[src/mspseq_pkg.sv]
// Contract
// - segment sixteen ramp time 0..65535 ms, default 500, effective on write
// - segment sixteen idle time 0..32767, default 1, unit set by unit select
// - first and second decel times 0..65535 ms, default 500, immediate
// - trigger mode bit0 clear: trigger rising edge starts run, falling stops
// - trigger mode bit0 set: rising edge starts run, falling edge ignored
// - bit1 clear with input selection: selection change starts new segment
// - bit1 set: selection change ignored, only a fresh trigger starts
// - send mode 0: wait segment done, then idle time, then next command
// - send mode 1: idle timing starts at command issue, then next command
// - segment sixteen speed 0..32767 rpm, default 500, segment running speed
package mspseq_pkg;
  // ****************************************
  // register byte addresses
  // ****************************************
  localparam logic [7:0] MSPSEQ_RAMP_OFS = 8'h00;
  localparam logic [7:0] MSPSEQ_IDLE_OFS = 8'h04;
  localparam logic [7:0] MSPSEQ_DEC1_OFS = 8'h08;
  localparam logic [7:0] MSPSEQ_DEC2_OFS = 8'h0C;
  localparam logic [7:0] MSPSEQ_TRIG_OFS = 8'h10;
  localparam logic [7:0] MSPSEQ_SEND_OFS = 8'h14;
  localparam logic [7:0] MSPSEQ_SRC_OFS = 8'h18;
  localparam logic [7:0] MSPSEQ_SPEED_OFS = 8'h1C;
  localparam logic [7:0] MSPSEQ_UNIT_OFS = 8'h20;
  localparam logic [7:0] MSPSEQ_STAT_OFS = 8'h24;
  // ****************************************
  // reset values
  // ****************************************
  localparam logic [15:0] MSPSEQ_RAMP_RST = 16'h01F4;
  localparam logic [15:0] MSPSEQ_IDLE_RST = 16'h0001;
  localparam logic [15:0] MSPSEQ_DEC_RST = 16'h01F4;
  localparam logic [15:0] MSPSEQ_TRIG_RST = 16'h0001;
  localparam logic [15:0] MSPSEQ_SEND_RST = 16'h0000;
  localparam logic [15:0] MSPSEQ_SRC_RST = 16'h0000;
  localparam logic [15:0] MSPSEQ_SPEED_RST = 16'h01F4;
  localparam logic [15:0] MSPSEQ_UNIT_RST = 16'h0000;
  // ****************************************
  // field positions, limits, timing
  // ****************************************
  localparam int MSPSEQ_TRIG_HOLD_BIT = 0;
  localparam int MSPSEQ_TRIG_NODI_BIT = 1;
  localparam logic [15:0] MSPSEQ_IDLE_MAX = 16'h7FFF;
  localparam logic [15:0] MSPSEQ_SPEED_MAX = 16'h7FFF;
  localparam logic [15:0] MSPSEQ_SRC_MAX = 16'h0004;
  localparam int MSPSEQ_CLK_HZ = 25000000;
  localparam int MSPSEQ_MS_TIME = 1;
  localparam int MSPSEQ_MS_CYC = MSPSEQ_CLK_HZ / 1000 * MSPSEQ_MS_TIME;
  // ****************************************
  // types
  // ****************************************
  typedef enum logic [1:0] {MSPSEQ_IDLE, MSPSEQ_ISSUE, MSPSEQ_RUN, MSPSEQ_WAIT} mspseq_state_t;
  typedef enum logic [2:0] {
    MSPSEQ_SRC_PARAM, MSPSEQ_SRC_ANA1, MSPSEQ_SRC_ANA2, MSPSEQ_SRC_ANA3, MSPSEQ_SRC_PULSE
  } mspseq_src_t;
endpackage

[src/mspseq_tick.sv]
`timescale 1ns/10ps
// ****************************************
// millisecond tick divider
// ****************************************
module mspseq_tick
  import mspseq_pkg::*;
#(
  parameter int DIV = MSPSEQ_MS_CYC
) (
  input wire logic ref_clk,
  input wire logic rst,
  output logic tick
);
  logic [31:0] cnt_r;
  // one-cycle enable every DIV clocks
  always_ff @(posedge ref_clk or posedge rst) begin
    if (rst) begin
      cnt_r <= 32'h0;
      tick <= 1'b0;
    end else if (cnt_r == 32'(DIV - 1)) begin
      cnt_r <= 32'h0;
      tick <= 1'b1;
    end else begin
      cnt_r <= cnt_r + 32'h1;
      tick <= 1'b0;
    end
  end
endmodule

[src/mspseq_top.sv]
// Register access over AXI4-Lite and the register addresses are this design's own decisions.
`timescale 1ns/10ps
module mspseq_top
  import mspseq_pkg::*;
#(
  parameter int MS_DIV = MSPSEQ_MS_CYC,
  parameter int SEL_W = 4
) (
  input wire logic ref_clk,
  input wire logic rst,
  input wire logic [7:0] s_axi_awaddr,
  input wire logic s_axi_awvalid,
  output logic s_axi_awready,
  input wire logic [31:0] s_axi_wdata,
  input wire logic [3:0] s_axi_wstrb,
  input wire logic s_axi_wvalid,
  output logic s_axi_wready,
  output logic [1:0] s_axi_bresp,
  output logic s_axi_bvalid,
  input wire logic s_axi_bready,
  input wire logic [7:0] s_axi_araddr,
  input wire logic s_axi_arvalid,
  output logic s_axi_arready,
  output logic [31:0] s_axi_rdata,
  output logic [1:0] s_axi_rresp,
  output logic s_axi_rvalid,
  input wire logic s_axi_rready,
  input wire logic segment_trigger_input,
  input wire logic sel_from_di,
  input wire logic [SEL_W-1:0] di_segment_sel,
  input wire logic segment_done,
  output logic cmd_issue,
  output logic [SEL_W-1:0] cmd_segment,
  output logic run_active,
  output logic [15:0] ramp_time,
  output logic [15:0] decel1_time,
  output logic [15:0] decel2_time,
  output logic [15:0] speed_ref,
  output logic [2:0] speed_source
);
  // ****************************************
  // parameter registers
  // ****************************************
  logic [15:0] ramp_r, idle_r, dec1_r, dec2_r, trig_r, send_r, src_r, speed_r, unit_r;
  logic [7:0] awaddr_r, araddr_r;
  logic aw_got_r, w_got_r;
  logic [31:0] wdata_r;
  logic [3:0] wstrb_r;
  mspseq_state_t state_r;
  logic trig_d_r;
  logic [SEL_W-1:0] sel_d_r;
  logic [15:0] idle_cnt_r;
  logic [15:0] unit_cnt_r;
  logic tick;

  // merge byte lanes into a 16 bit register
  function automatic logic [15:0] lane16(input logic [15:0] old, input logic [31:0] d,
                                         input logic [3:0] st);
    lane16 = {st[1] ? d[15:8] : old[15:8], st[0] ? d[7:0] : old[7:0]};
  endfunction

  // clamp a value to a maximum
  function automatic logic [15:0] clamp16(input logic [15:0] v, input logic [15:0] mx);
    clamp16 = (v > mx) ? mx : v;
  endfunction

  mspseq_tick #(.DIV(MS_DIV)) u_tick (
    .ref_clk(ref_clk),
    .rst(rst),
    .tick(tick)
  );

  // ****************************************
  // axi4-lite write channel
  // ****************************************
  // write commits once both address and data are captured; the response follows
  wire do_write = aw_got_r && w_got_r && !s_axi_bvalid;
  wire wr_hit = (awaddr_r <= MSPSEQ_UNIT_OFS) && (awaddr_r[1:0] == 2'b00);
  wire wr_ok = wr_hit || (awaddr_r == MSPSEQ_STAT_OFS);

  always_ff @(posedge ref_clk or posedge rst) begin
    if (rst) begin
      s_axi_awready <= 1'b1;
      s_axi_wready <= 1'b1;
      s_axi_bvalid <= 1'b0;
      s_axi_bresp <= 2'b00;
      aw_got_r <= 1'b0;
      w_got_r <= 1'b0;
      awaddr_r <= 8'h00;
      wdata_r <= 32'h0;
      wstrb_r <= 4'h0;
    end else begin
      if (s_axi_awvalid && s_axi_awready) begin
        awaddr_r <= s_axi_awaddr;
        aw_got_r <= 1'b1;
        s_axi_awready <= 1'b0;
      end
      if (s_axi_wvalid && s_axi_wready) begin
        wdata_r <= s_axi_wdata;
        wstrb_r <= s_axi_wstrb;
        w_got_r <= 1'b1;
        s_axi_wready <= 1'b0;
      end
      if (do_write) begin
        s_axi_bvalid <= 1'b1;
        s_axi_bresp <= wr_ok ? 2'b00 : 2'b10;
        aw_got_r <= 1'b0;
        w_got_r <= 1'b0;
      end
      if (s_axi_bvalid && s_axi_bready) begin
        s_axi_bvalid <= 1'b0;
        s_axi_awready <= 1'b1;
        s_axi_wready <= 1'b1;
      end
    end
  end

  // register store; values act at once, no shadow copy
  // mode registers merge with their old value so a partial strobe keeps the other byte
  wire [15:0] trig_m = lane16(trig_r, wdata_r, wstrb_r);
  wire [15:0] send_m = lane16(send_r, wdata_r, wstrb_r);
  always_ff @(posedge ref_clk or posedge rst) begin
    if (rst) begin
      ramp_r <= MSPSEQ_RAMP_RST;
      idle_r <= MSPSEQ_IDLE_RST;
      dec1_r <= MSPSEQ_DEC_RST;
      dec2_r <= MSPSEQ_DEC_RST;
      trig_r <= MSPSEQ_TRIG_RST;
      send_r <= MSPSEQ_SEND_RST;
      src_r <= MSPSEQ_SRC_RST;
      speed_r <= MSPSEQ_SPEED_RST;
      unit_r <= MSPSEQ_UNIT_RST;
    end else if (do_write) begin
      case (awaddr_r)
        MSPSEQ_RAMP_OFS: ramp_r <= lane16(ramp_r, wdata_r, wstrb_r);
        MSPSEQ_IDLE_OFS: begin
          idle_r <= clamp16(lane16(idle_r, wdata_r, wstrb_r), MSPSEQ_IDLE_MAX);
        end
        MSPSEQ_DEC1_OFS: dec1_r <= lane16(dec1_r, wdata_r, wstrb_r);
        MSPSEQ_DEC2_OFS: dec2_r <= lane16(dec2_r, wdata_r, wstrb_r);
        MSPSEQ_TRIG_OFS: trig_r <= {14'h0, trig_m[1:0]};
        MSPSEQ_SEND_OFS: send_r <= {15'h0, send_m[0]};
        MSPSEQ_SRC_OFS: begin
          src_r <= clamp16(lane16(src_r, wdata_r, wstrb_r), MSPSEQ_SRC_MAX);
        end
        MSPSEQ_SPEED_OFS: begin
          speed_r <= clamp16(lane16(speed_r, wdata_r, wstrb_r), MSPSEQ_SPEED_MAX);
        end
        MSPSEQ_UNIT_OFS: unit_r <= lane16(unit_r, wdata_r, wstrb_r);
        default: ;
      endcase
    end
  end

  // ****************************************
  // axi4-lite read channel
  // ****************************************
  logic [15:0] rsel;
  always_comb begin
    case (araddr_r)
      MSPSEQ_RAMP_OFS: rsel = ramp_r;
      MSPSEQ_IDLE_OFS: rsel = idle_r;
      MSPSEQ_DEC1_OFS: rsel = dec1_r;
      MSPSEQ_DEC2_OFS: rsel = dec2_r;
      MSPSEQ_TRIG_OFS: rsel = trig_r;
      MSPSEQ_SEND_OFS: rsel = send_r;
      MSPSEQ_SRC_OFS: rsel = src_r;
      MSPSEQ_SPEED_OFS: rsel = speed_r;
      MSPSEQ_UNIT_OFS: rsel = unit_r;
      MSPSEQ_STAT_OFS: rsel = {12'h0, 2'(state_r), run_active, trig_d_r};
      default: rsel = 16'h0;
    endcase
  end
  wire rd_ok = (araddr_r <= MSPSEQ_STAT_OFS) && (araddr_r[1:0] == 2'b00);
  logic ar_got_r;

  // one cycle to capture the address, one to present data
  always_ff @(posedge ref_clk or posedge rst) begin
    if (rst) begin
      s_axi_arready <= 1'b1;
      s_axi_rvalid <= 1'b0;
      s_axi_rdata <= 32'h0;
      s_axi_rresp <= 2'b00;
      araddr_r <= 8'h00;
      ar_got_r <= 1'b0;
    end else begin
      if (s_axi_arvalid && s_axi_arready) begin
        araddr_r <= s_axi_araddr;
        ar_got_r <= 1'b1;
        s_axi_arready <= 1'b0;
      end
      if (ar_got_r && !s_axi_rvalid) begin
        s_axi_rvalid <= 1'b1;
        s_axi_rdata <= {16'h0, rsel};
        s_axi_rresp <= rd_ok ? 2'b00 : 2'b10;
        ar_got_r <= 1'b0;
      end
      if (s_axi_rvalid && s_axi_rready) begin
        s_axi_rvalid <= 1'b0;
        s_axi_arready <= 1'b1;
      end
    end
  end

  // ****************************************
  // trigger and selection detection
  // ****************************************
  wire trig_rise = segment_trigger_input && !trig_d_r;
  wire trig_fall = !segment_trigger_input && trig_d_r;
  // falling edge stops only when hold bit is clear
  wire stop_req = trig_fall && !trig_r[MSPSEQ_TRIG_HOLD_BIT];
  // selection change retriggers only when bit1 clear
  wire sel_chg = sel_from_di && (di_segment_sel != sel_d_r);
  wire start_req = trig_rise || (sel_chg && !trig_r[MSPSEQ_TRIG_NODI_BIT]);
  // unit tick: unit code 0 counts milliseconds, else tens of ms
  wire [15:0] unit_len = (unit_r == 16'h0) ? 16'h0001 : 16'h000A;
  wire unit_tick = tick && (unit_cnt_r + 16'h1 >= unit_len);
  wire idle_over = (idle_cnt_r >= idle_r);

  always_ff @(posedge ref_clk or posedge rst) begin
    if (rst) begin
      trig_d_r <= 1'b0;
      sel_d_r <= '0;
    end else begin
      trig_d_r <= segment_trigger_input;
      sel_d_r <= di_segment_sel;
    end
  end

  // ****************************************
  // sequencer
  // ****************************************
  // a stop always wins over a start in the same cycle so a run never survives it
  always_ff @(posedge ref_clk or posedge rst) begin
    if (rst) begin
      state_r <= MSPSEQ_IDLE;
      cmd_issue <= 1'b0;
      cmd_segment <= '0;
      run_active <= 1'b0;
      idle_cnt_r <= 16'h0;
      unit_cnt_r <= 16'h0;
    end else begin
      cmd_issue <= 1'b0;
      if (tick) begin
        unit_cnt_r <= unit_tick ? 16'h0 : unit_cnt_r + 16'h1;
      end
      if (unit_tick && !idle_over) begin
        idle_cnt_r <= idle_cnt_r + 16'h1;
      end
      if (stop_req) begin
        state_r <= MSPSEQ_IDLE;
        run_active <= 1'b0;
      end else if (start_req) begin
        state_r <= MSPSEQ_ISSUE;
        run_active <= 1'b1;
        cmd_segment <= di_segment_sel;
      end else begin
        case (state_r)
          MSPSEQ_IDLE: ;
          MSPSEQ_ISSUE: begin
            cmd_issue <= 1'b1;
            idle_cnt_r <= 16'h0;
            unit_cnt_r <= 16'h0;
            state_r <= send_r[0] ? MSPSEQ_WAIT : MSPSEQ_RUN;
          end
          MSPSEQ_RUN: begin
            if (segment_done) begin
              idle_cnt_r <= 16'h0;
              unit_cnt_r <= 16'h0;
              state_r <= MSPSEQ_WAIT;
            end
          end
          MSPSEQ_WAIT: begin
            if (idle_over) begin
              cmd_segment <= cmd_segment + 1'b1;
              state_r <= MSPSEQ_ISSUE;
            end
          end
          default: state_r <= MSPSEQ_IDLE;
        endcase
      end
    end
  end

  // ****************************************
  // parameter outputs
  // ****************************************
  // speed source picks stored speed; other sources flagged for the speed path
  always_ff @(posedge ref_clk or posedge rst) begin
    if (rst) begin
      ramp_time <= MSPSEQ_RAMP_RST;
      decel1_time <= MSPSEQ_DEC_RST;
      decel2_time <= MSPSEQ_DEC_RST;
      speed_ref <= MSPSEQ_SPEED_RST;
      speed_source <= 3'h0;
    end else begin
      ramp_time <= ramp_r;
      decel1_time <= dec1_r;
      decel2_time <= dec2_r;
      speed_ref <= (src_r == 16'h0) ? speed_r : 16'h0;
      speed_source <= src_r[2:0];
    end
  end

  // ****************************************
  // assertions
  // ****************************************
  // a start cut short by a stop or a fresh start in the next cycle issues nothing
  a_stop_on_fall: assert property (@(posedge ref_clk) disable iff (rst)
    stop_req |=> !run_active)
    else $error("run not stopped on falling edge");
  a_hold_no_stop: assert property (@(posedge ref_clk) disable iff (rst)
    trig_fall && trig_r[0] && run_active && !start_req |=> run_active)
    else $error("run stopped in hold mode");
  a_start_issue: assert property (@(posedge ref_clk) disable iff (rst)
    start_req && !stop_req ##1 !start_req && !stop_req |=> cmd_issue)
    else $error("no issue after start");
  a_di_ignored: assert property (@(posedge ref_clk) disable iff (rst)
    sel_chg && trig_r[1] && !trig_rise && !stop_req && state_r == MSPSEQ_IDLE
    |=> state_r == MSPSEQ_IDLE)
    else $error("input change started run");
  a_mode0_waits: assert property (@(posedge ref_clk) disable iff (rst)
    state_r == MSPSEQ_RUN && !segment_done && !stop_req && !start_req
    |=> state_r == MSPSEQ_RUN)
    else $error("left run before done");
  a_mode1_wait: assert property (@(posedge ref_clk) disable iff (rst)
    state_r == MSPSEQ_ISSUE && send_r[0] && !stop_req && !start_req
    |=> state_r == MSPSEQ_WAIT)
    else $error("mode one did not wait");
  a_ramp_live: assert property (@(posedge ref_clk) disable iff (rst)
    ##1 ramp_time == $past(ramp_r))
    else $error("ramp not applied");
  a_decel_live: assert property (@(posedge ref_clk) disable iff (rst)
    ##1 decel2_time == $past(dec2_r))
    else $error("decel not applied");
  a_idle_range: assert property (@(posedge ref_clk) disable iff (rst)
    idle_r <= MSPSEQ_IDLE_MAX && speed_r <= MSPSEQ_SPEED_MAX)
    else $error("idle or speed out of range");
  a_src_range: assert property (@(posedge ref_clk) disable iff (rst)
    src_r <= MSPSEQ_SRC_MAX)
    else $error("speed source out of range");
  a_issue_pulse: assert property (@(posedge ref_clk) disable iff (rst)
    cmd_issue |=> !cmd_issue)
    else $error("command pulse longer than one cycle");
  c_issue: cover property (@(posedge ref_clk) disable iff (rst) cmd_issue);
  c_stop: cover property (@(posedge ref_clk) disable iff (rst) stop_req && run_active);
  c_next: cover property (@(posedge ref_clk) disable iff (rst)
    state_r == MSPSEQ_WAIT && idle_over);
  c_di_start: cover property (@(posedge ref_clk) disable iff (rst) sel_chg && !trig_r[1]);
endmodule

[config.mk]
export PLATFORM = sky130hd
export DESIGN_NAME = mspseq_top
export DESIGN_NICKNAME = d
export VERILOG_FILES = /design/src/mspseq_pkg.sv /design/src/mspseq_tick.sv /design/src/mspseq_top.sv
export SDC_FILE = /design/constraint.sdc
export NUM_CORES = 1
export LEC_CHECK = 0
export BUFFER_PORTS_ARGS = -buffer_cell sky130_fd_sc_hd__buf_4
export CAP_MARGIN = 20
export CORE_UTILIZATION = 35
export DETAILED_ROUTE_END_ITERATION = 8
export PLACE_DENSITY_LB_ADDON = 0.05
export SYNTH_ARGS = -nofsm -noshare
export SYNTH_HDL_FRONTEND = slang
export SYNTH_HIERARCHICAL = 1
export SYNTH_SLANG_ARGS = --single-unit
[constraint.sdc]
create_clock -name ref_clk -period 8.8 [get_ports ref_clk]
set_input_delay 0.88 -clock ref_clk [delete_from_list [all_inputs] [get_ports ref_clk]]
set_output_delay 0.88 -clock ref_clk [all_outputs]
set_load 0.01 [all_outputs]
; Word level (Yosys, flattened, before mapping)
; Cells that the tools add are included.
[op_classes]
add_sub_neg = 4
magnitude_cmp = 7
eq_ne = 25
reduce_logical = 59
bitwise = 1
mux = 57
[op_table]
columns = op, count
row1 = 16-bit 2-to-1 mux, 13
row2 = 16-bit one-hot mux with 10 select lines, 1
row3 = "8-bit by 5-bit == test with 1-bit output, second input constant", 8
row4 = 16-bit one-hot mux with 2 select lines, 2
row5 = 8-bit 2-to-1 mux, 6
row6 = 3-bit AND reduction, 12
row7 = "16-bit by 1-bit adder with 16-bit output, second input constant", 2
row8 = "32-bit by 1-bit adder with 32-bit output, second input constant", 1
row9 = "32-bit by 15-bit == test with 1-bit output, second input constant", 1
row10 = "8-bit by 4-bit == test with 1-bit output, second input constant", 4
row11 = "8-bit by 6-bit == test with 1-bit output, second input constant", 4
row12 = "16-bit by 15-bit > comparator with 1-bit output, second input constant", 2
row13 = 16-bit logical NOT, 2
row14 = 32-bit 2-to-1 mux, 1
row15 = 1-bit 2-to-1 mux, 23
row16 = 2-bit nonzero test, 11
row17 = 1-bit logical AND, 17
row18 = "8-bit by 3-bit == test with 1-bit output, second input constant", 2
row19 = 16-bit >= comparator, 1
row20 = 16-bit by 4-bit >= comparator with 1-bit output, 1
row21 = "16-bit by 3-bit > comparator with 1-bit output, second input constant", 1
row22 = "8-bit by 6-bit <= comparator with 1-bit output, second input constant", 2
row23 = 8-bit logical NOT, 2
row24 = 4-bit 2-to-1 mux, 4
row25 = 13 further kinds, 30
[totals]
out_inout_bits = 114
elab_cells = 196
register_bits = 322
inputBits = 66

; Depth between registers and ports, before layout
[depth]
word_depth = 10
ltp_mapped = 13
ltp_nobuf = 11

; Hierarchy
; Netlist, hierarchy kept.
[by_module_without_submodules]
columns = mod, area_each_um2, cells_each, n_inst, seq_area_each_um2
row1 = mspseq_top, 12323.1, 1001, 1, 7248.2
row2 = mspseq_tick, 1607.8, 146, 1, 825.8

; Least setup slack after synthesis
; Ideal clock, no wire load.
[synth_path]
path_type = register to register
startpoint = reg unit_r[3]
endpoint = reg idle_cnt_r[4]
stages_incl_launch_ff = 13
required_time_ns = 8.673
period_less_slack_ns = 2.938
t_arrival_ns = 2.811
n_path_buf = 1
setup_slack_ns = 5.862
path_cell_list = dfrtp_1 -> nor4_1 -> and4_1 -> ha_1 -> nand2b_1 -> a211o_1 -> a221o_1 -> nor4_1 -> and4_1 -> buf_6 -> nor3_2 -> nand3_1 -> mux2_1
[synth_between]
elab_chain_len = 10
[synth_rtl]
columns = element, line_no
row1 = "start, declared", mspseq_top.sv:44  ; logic [15:0] ramp_r, idle_r, dec1_r, dec2_r, trig_r, send_r, src_r, speed_r, unit_r;
row2 = "start signal, assigned", mspseq_top.sv:149  ; MSPSEQ_UNIT_OFS: unit_r <= lane16(unit_r, wdata_r, wstrb_r);
row3 = 16-bit logical NOT (*), mspseq_top.sv:216  ; wire [15:0] unit_len = (unit_r == 16'h0) ? 16'h0001 : 16'h000A;
row4 = 4-bit 2-to-1 mux (*), mspseq_top.sv:216
row5 = 16-bit by 4-bit >= comparator with 1-bit output (*), mspseq_top.sv:217  ; wire unit_tick = tick && (unit_cnt_r + 16'h1 >= unit_len);
row6 = 1-bit logical AND (*), mspseq_top.sv:217
row7 = 1-bit logical AND (*), mspseq_top.sv:247  ; if (unit_tick && !idle_over) begin
row8 = 16-bit 2-to-1 mux (*), mspseq_top.sv:247
row9 = 16-bit 2-to-1 mux, mspseq_top.sv:267  ; if (segment_done) begin
row10 = 16-bit one-hot mux with 2 select lines, mspseq_top.sv:258  ; case (state_r)
row11 = 16-bit 2-to-1 mux, mspseq_top.sv:253  ; end else if (start_req) begin
row12 = 16-bit 2-to-1 mux (*), mspseq_top.sv:250  ; if (stop_req) begin
row13 = "end signal, assigned", mspseq_top.sv:248  ; idle_cnt_r <= idle_cnt_r + 16'h1;
row14 = "end, declared", mspseq_top.sv:52  ; logic [15:0] idle_cnt_r;
; Mark *: on every way between the ends. The rest lies on a longest branch, timed or not.
; A chain may end at the register's enable or synchronous reset.

; Final worst setup path
[layout_path]
startpoint = reg unit_r[10]
endpoint = reg unit_cnt_r[5]
[layout_between]
elab_chain_len = 10
[layout_rtl]
columns = element, line_no
row1 = 16-bit logical NOT (*), mspseq_top.sv:216
row2 = 4-bit 2-to-1 mux (*), mspseq_top.sv:216
row3 = 16-bit by 4-bit >= comparator with 1-bit output (*), mspseq_top.sv:217
row4 = 1-bit logical AND (*), mspseq_top.sv:217
row5 = 16-bit 2-to-1 mux (*), mspseq_top.sv:245  ; unit_cnt_r <= unit_tick ? 16'h0 : unit_cnt_r + 16'h1;
row6 = 16-bit 2-to-1 mux (*), mspseq_top.sv:244  ; if (tick) begin
row7 = 16-bit 2-to-1 mux, mspseq_top.sv:267
row8 = 16-bit one-hot mux with 2 select lines, mspseq_top.sv:258
row9 = 16-bit 2-to-1 mux, mspseq_top.sv:253
row10 = 16-bit 2-to-1 mux (*), mspseq_top.sv:250
row11 = "end signal, assigned", mspseq_top.sv:245
row12 = "end, declared", mspseq_top.sv:53  ; logic [15:0] unit_cnt_r;
; Marked as above.

==> impl_metrics.ini <==
[outcome]
status = complete, no violations

[min_path]
hp-class = reg -> reg
hold_path.startpoint = ramp_r[6]$_DFFE_PP1P_
holdPathEnd = ramp_time[6]$_DFF_PP1_
hold_depth = 0

[global_route]
grt_max_degree = 163
grt_antenna_before_repair = 0
grt_overflow_total = 0
grt.total_usage_pct = 18.4
grt_pass1_wl_mm = 58.4
grt_pass1_vias = 9873

[place]
io_buffers = 143
place_inst = 1777
place_hpwl_mm = 24.3
post-place-ws_ns = 4.64
placed_area_sq_mm = 0.0155
place_congestion = 0.766

[yosys]
syn_inst = 1147
yosys.area_share.simple_pct = 14.8
synth_top_family_by_area = simple AND/OR/NAND/NOR gates
synth_fa_ha_area_share_pct = 2.43
synth_edf_count = 0
synth-main-ff-cell = dfrtp_1
yosysTopAreaCell = dfrtp_1
yosys_warnings = 6
synth_cell_types = 72
synth_area_sq_mm = 0.0139
synth-compound-area-share_pct = 8.83
synth.top_cells.by_area = dfrtp_1 (48%), dfstp_2 (10%), mux2_2 (8.2%)
syn_area_per_cell_sq_um = 12.1
synth_xor_area_share_pct = 3.90
synth-seq-cells = 320
yosysTopAreaCellShare_pct = 48.0
synthMuxAreaShare_pct = 8.62
ys_async_sr_fraction_pct = 100
yosysSeqAreaShare_pct = 58.0

[pwr]
ir_drop_uv = 170
cellPowerDensity_mw_per_mm2 = 261
p_clk_share_pct = 36.8
p_int_mw = 3.02
swShare_pct = 31.3
p_total_mw = 4.39
seqPwrFrac_pct = 45.2
power_frac_comb_pct = 18.0
switchingPower_mw = 1.37
power_leakage_nw = 7.77

[cts]
insertion_delay_ns = 0.56
cts.sinks = 320
clk_transition_reported_paths_ns = 0.06
post_cts_buffers = 0
cts_buffer_depth = 3
htree_levels = 2
cts_resized = 0
tritoncts = done
ctsHoldBuffers = 0
cts_buffers = 38
cts-root-buf = clkbuf_16

[worst_setup_path]
ff2ff_setup_slack_ns = 4.57
cp.depth = 10
timing.critical_path.slowest_stage_cell = and4_1
required_ns = 9.26
cp-start-kind = flip-flop
end_kind = flip-flop
critPathKind = reg -> reg
cp_max_fo = 18
r2r-end = unit_cnt_r[5]$_DFF_PP0_
critPathArrivalTime_ns = 4.69
timing.rr.start = unit_r[10]$_DFFE_PP0P_
worst_path_dominant_cell_family = simple AND/OR/NAND/NOR gates
startpoint = unit_r[10]$_DFFE_PP0P_
cp.buffers_inverters = 0
critPathMaxStageDelay_ns = 0.80
reg2regPathDepth = 10
crit_chain = nor4_1 -> and4_1 -> ha_1 -> nand2b_1 -> a211o_1 -> a221o_1 -> nor4_1 -> and4_1 -> o21bai_1 -> a21oi_1

[finish]
finalNetCount = 1392
area_delta_synth_final_pct = 20.7
final_cells = 1846
n_antenna_cell = 0
fin_area_sq_mm = 0.0168
final_common_cell = dfrtp_1
final_cell_mix = dfrtp_1 (267), buf_4 (151), mux2_2 (102), nor2_1 (77), nand2_1 (75)
fin_util_pct = 43.2
drive_gt1_share_pct = 30.1

[floorplanning]
die_w_microns = 202
io_pins = 180
initial_utilization_pct = 35.8
die-area_sq_mm = 0.0406
rows = 72
core_sq_mm = 0.0389
die_h_microns = 202

[job]
cap_violations = 0

[sta]
relSlewSlack_pct = 27.9
setup_slack_ns = 4.57
skew_ns = 0.0214
min_period_ns = 4.23
post-route-period-util_pct = 48.1
hold_viol_final = 0
rsz0062_at_grt = false
max_clock_freq_mhz = 236
setup_viol = 0
whs_ns = 0.372
maxSlewViolCount = 0
tightest_slew_ns = 1.08
fin_setup_tns_ns = 0

[detailed_routing]
drt_iter0_drc = 676
drt-total-wl_mm = 36.3
final_antenna_net_count = 0
dr.pass1.iters = 7
viasPerCell = 5.12
route.vias.total = 9443
avgRoutedWirePerCell_microns = 19.6
route.detailed.drc = 0
[cells by family (layout without fill, tap and decap cells)]
| logic type | Yosys count | in the layout |
|---|---|---|
| compound gates | 156 | 156 |
| xor+xnor | 62 | 62 |
| fa+ha+maj | 27 | 27 |
| buf+inv | 102 | 266 |
| flops | 320 | 320 |
| mux | 107 | 107 |
| other cells | 1 | 18 |
| simple gates | 372 | 372 |
[final cells by class]
type | instances | area, sq um
timing repair buffer | 152 | 1150
multi-input combinational | 742 | 5460
tap | 518 | 648
sequential | 320 | 8070
clock inverter | 15 | 188
inverter | 45 | 176
clock buffer | 54 | 1110
fill | 3750 | 22100
[routing by layer]
layer | track usage, % | part of all wire (%) | vias up
met2 | 28.6 | 46 | 188
met4 | 6.03 | 2.1 | 0
met3 | 3.11 | 4.1 | 45
li1 | - | - | 4421
met1 | 26.2 | 48 | 4789
met5 | 0 | 0 | -
[sequential cells by signal, indices dropped and copies added, names as in the netlist, 2 cells and up]
register	flops
u_tick/cnt_r	32
dec1_r	16
dec2_r	16
decel1_time	16
decel2_time	16
idle_cnt_r	16
idle_r	16
ramp_r	16
ramp_time	16
s_axi_rdata	16
speed_r	16
speed_ref	16
src_r	16
unit_cnt_r	16
unit_r	16
wdata_r	16
araddr_r	8
awaddr_r	8
cmd_segment	4
sel_d_r	4
speed_source	3
state_r	2
trig_r	2
wstrb_r	2
[synthesized netlist by cell type (8+ instances only)]
cell type    n
nor4_1      26
xor2_1      22
nor2b_1      8
inv_1       45
o22a_1      28
a21oi_1     17
nor3_1      22
dfstp_2     53
nor2_1      80
nand2_1     75
mux2_2     102
dfrtp_1    267
o21ai_0     14
buf_4       18
nand4_1     16
ha_1        27
clkbuf_1    32
nand3_1     40
and2_1      33
and3_1      10
a22o_1      19
xnor2_1     40
a222oi_1    27
[power groups by stage]
stage	clock network, mW	logic [mW]	registers [mW]
after floorplan	0	0.583	1.89
after global placement	0	0.784	2.01
after detailed placement	0	0.794	2.01
after CTS	1.66	0.796	1.99
after global routing	1.73	0.868	2.02
final	1.62	0.788	1.98
[worst max-delay path by stage]
stage | endpoint | slack (ns)
after floorplan | ar_got_r$_DFFE_PP0P_ | 0.09
after global placement | unit_cnt_r[5]$_DFF_PP0_ | 4.72
after detailed placement | unit_cnt_r[5]$_DFF_PP0_ | 4.64
after CTS | unit_cnt_r[5]$_DFF_PP0_ | 4.62
after global routing | unit_cnt_r[5]$_DFF_PP0_ | 4.35
final | unit_cnt_r[5]$_DFF_PP0_ | 4.57
(Power assumes the default switching activity.)
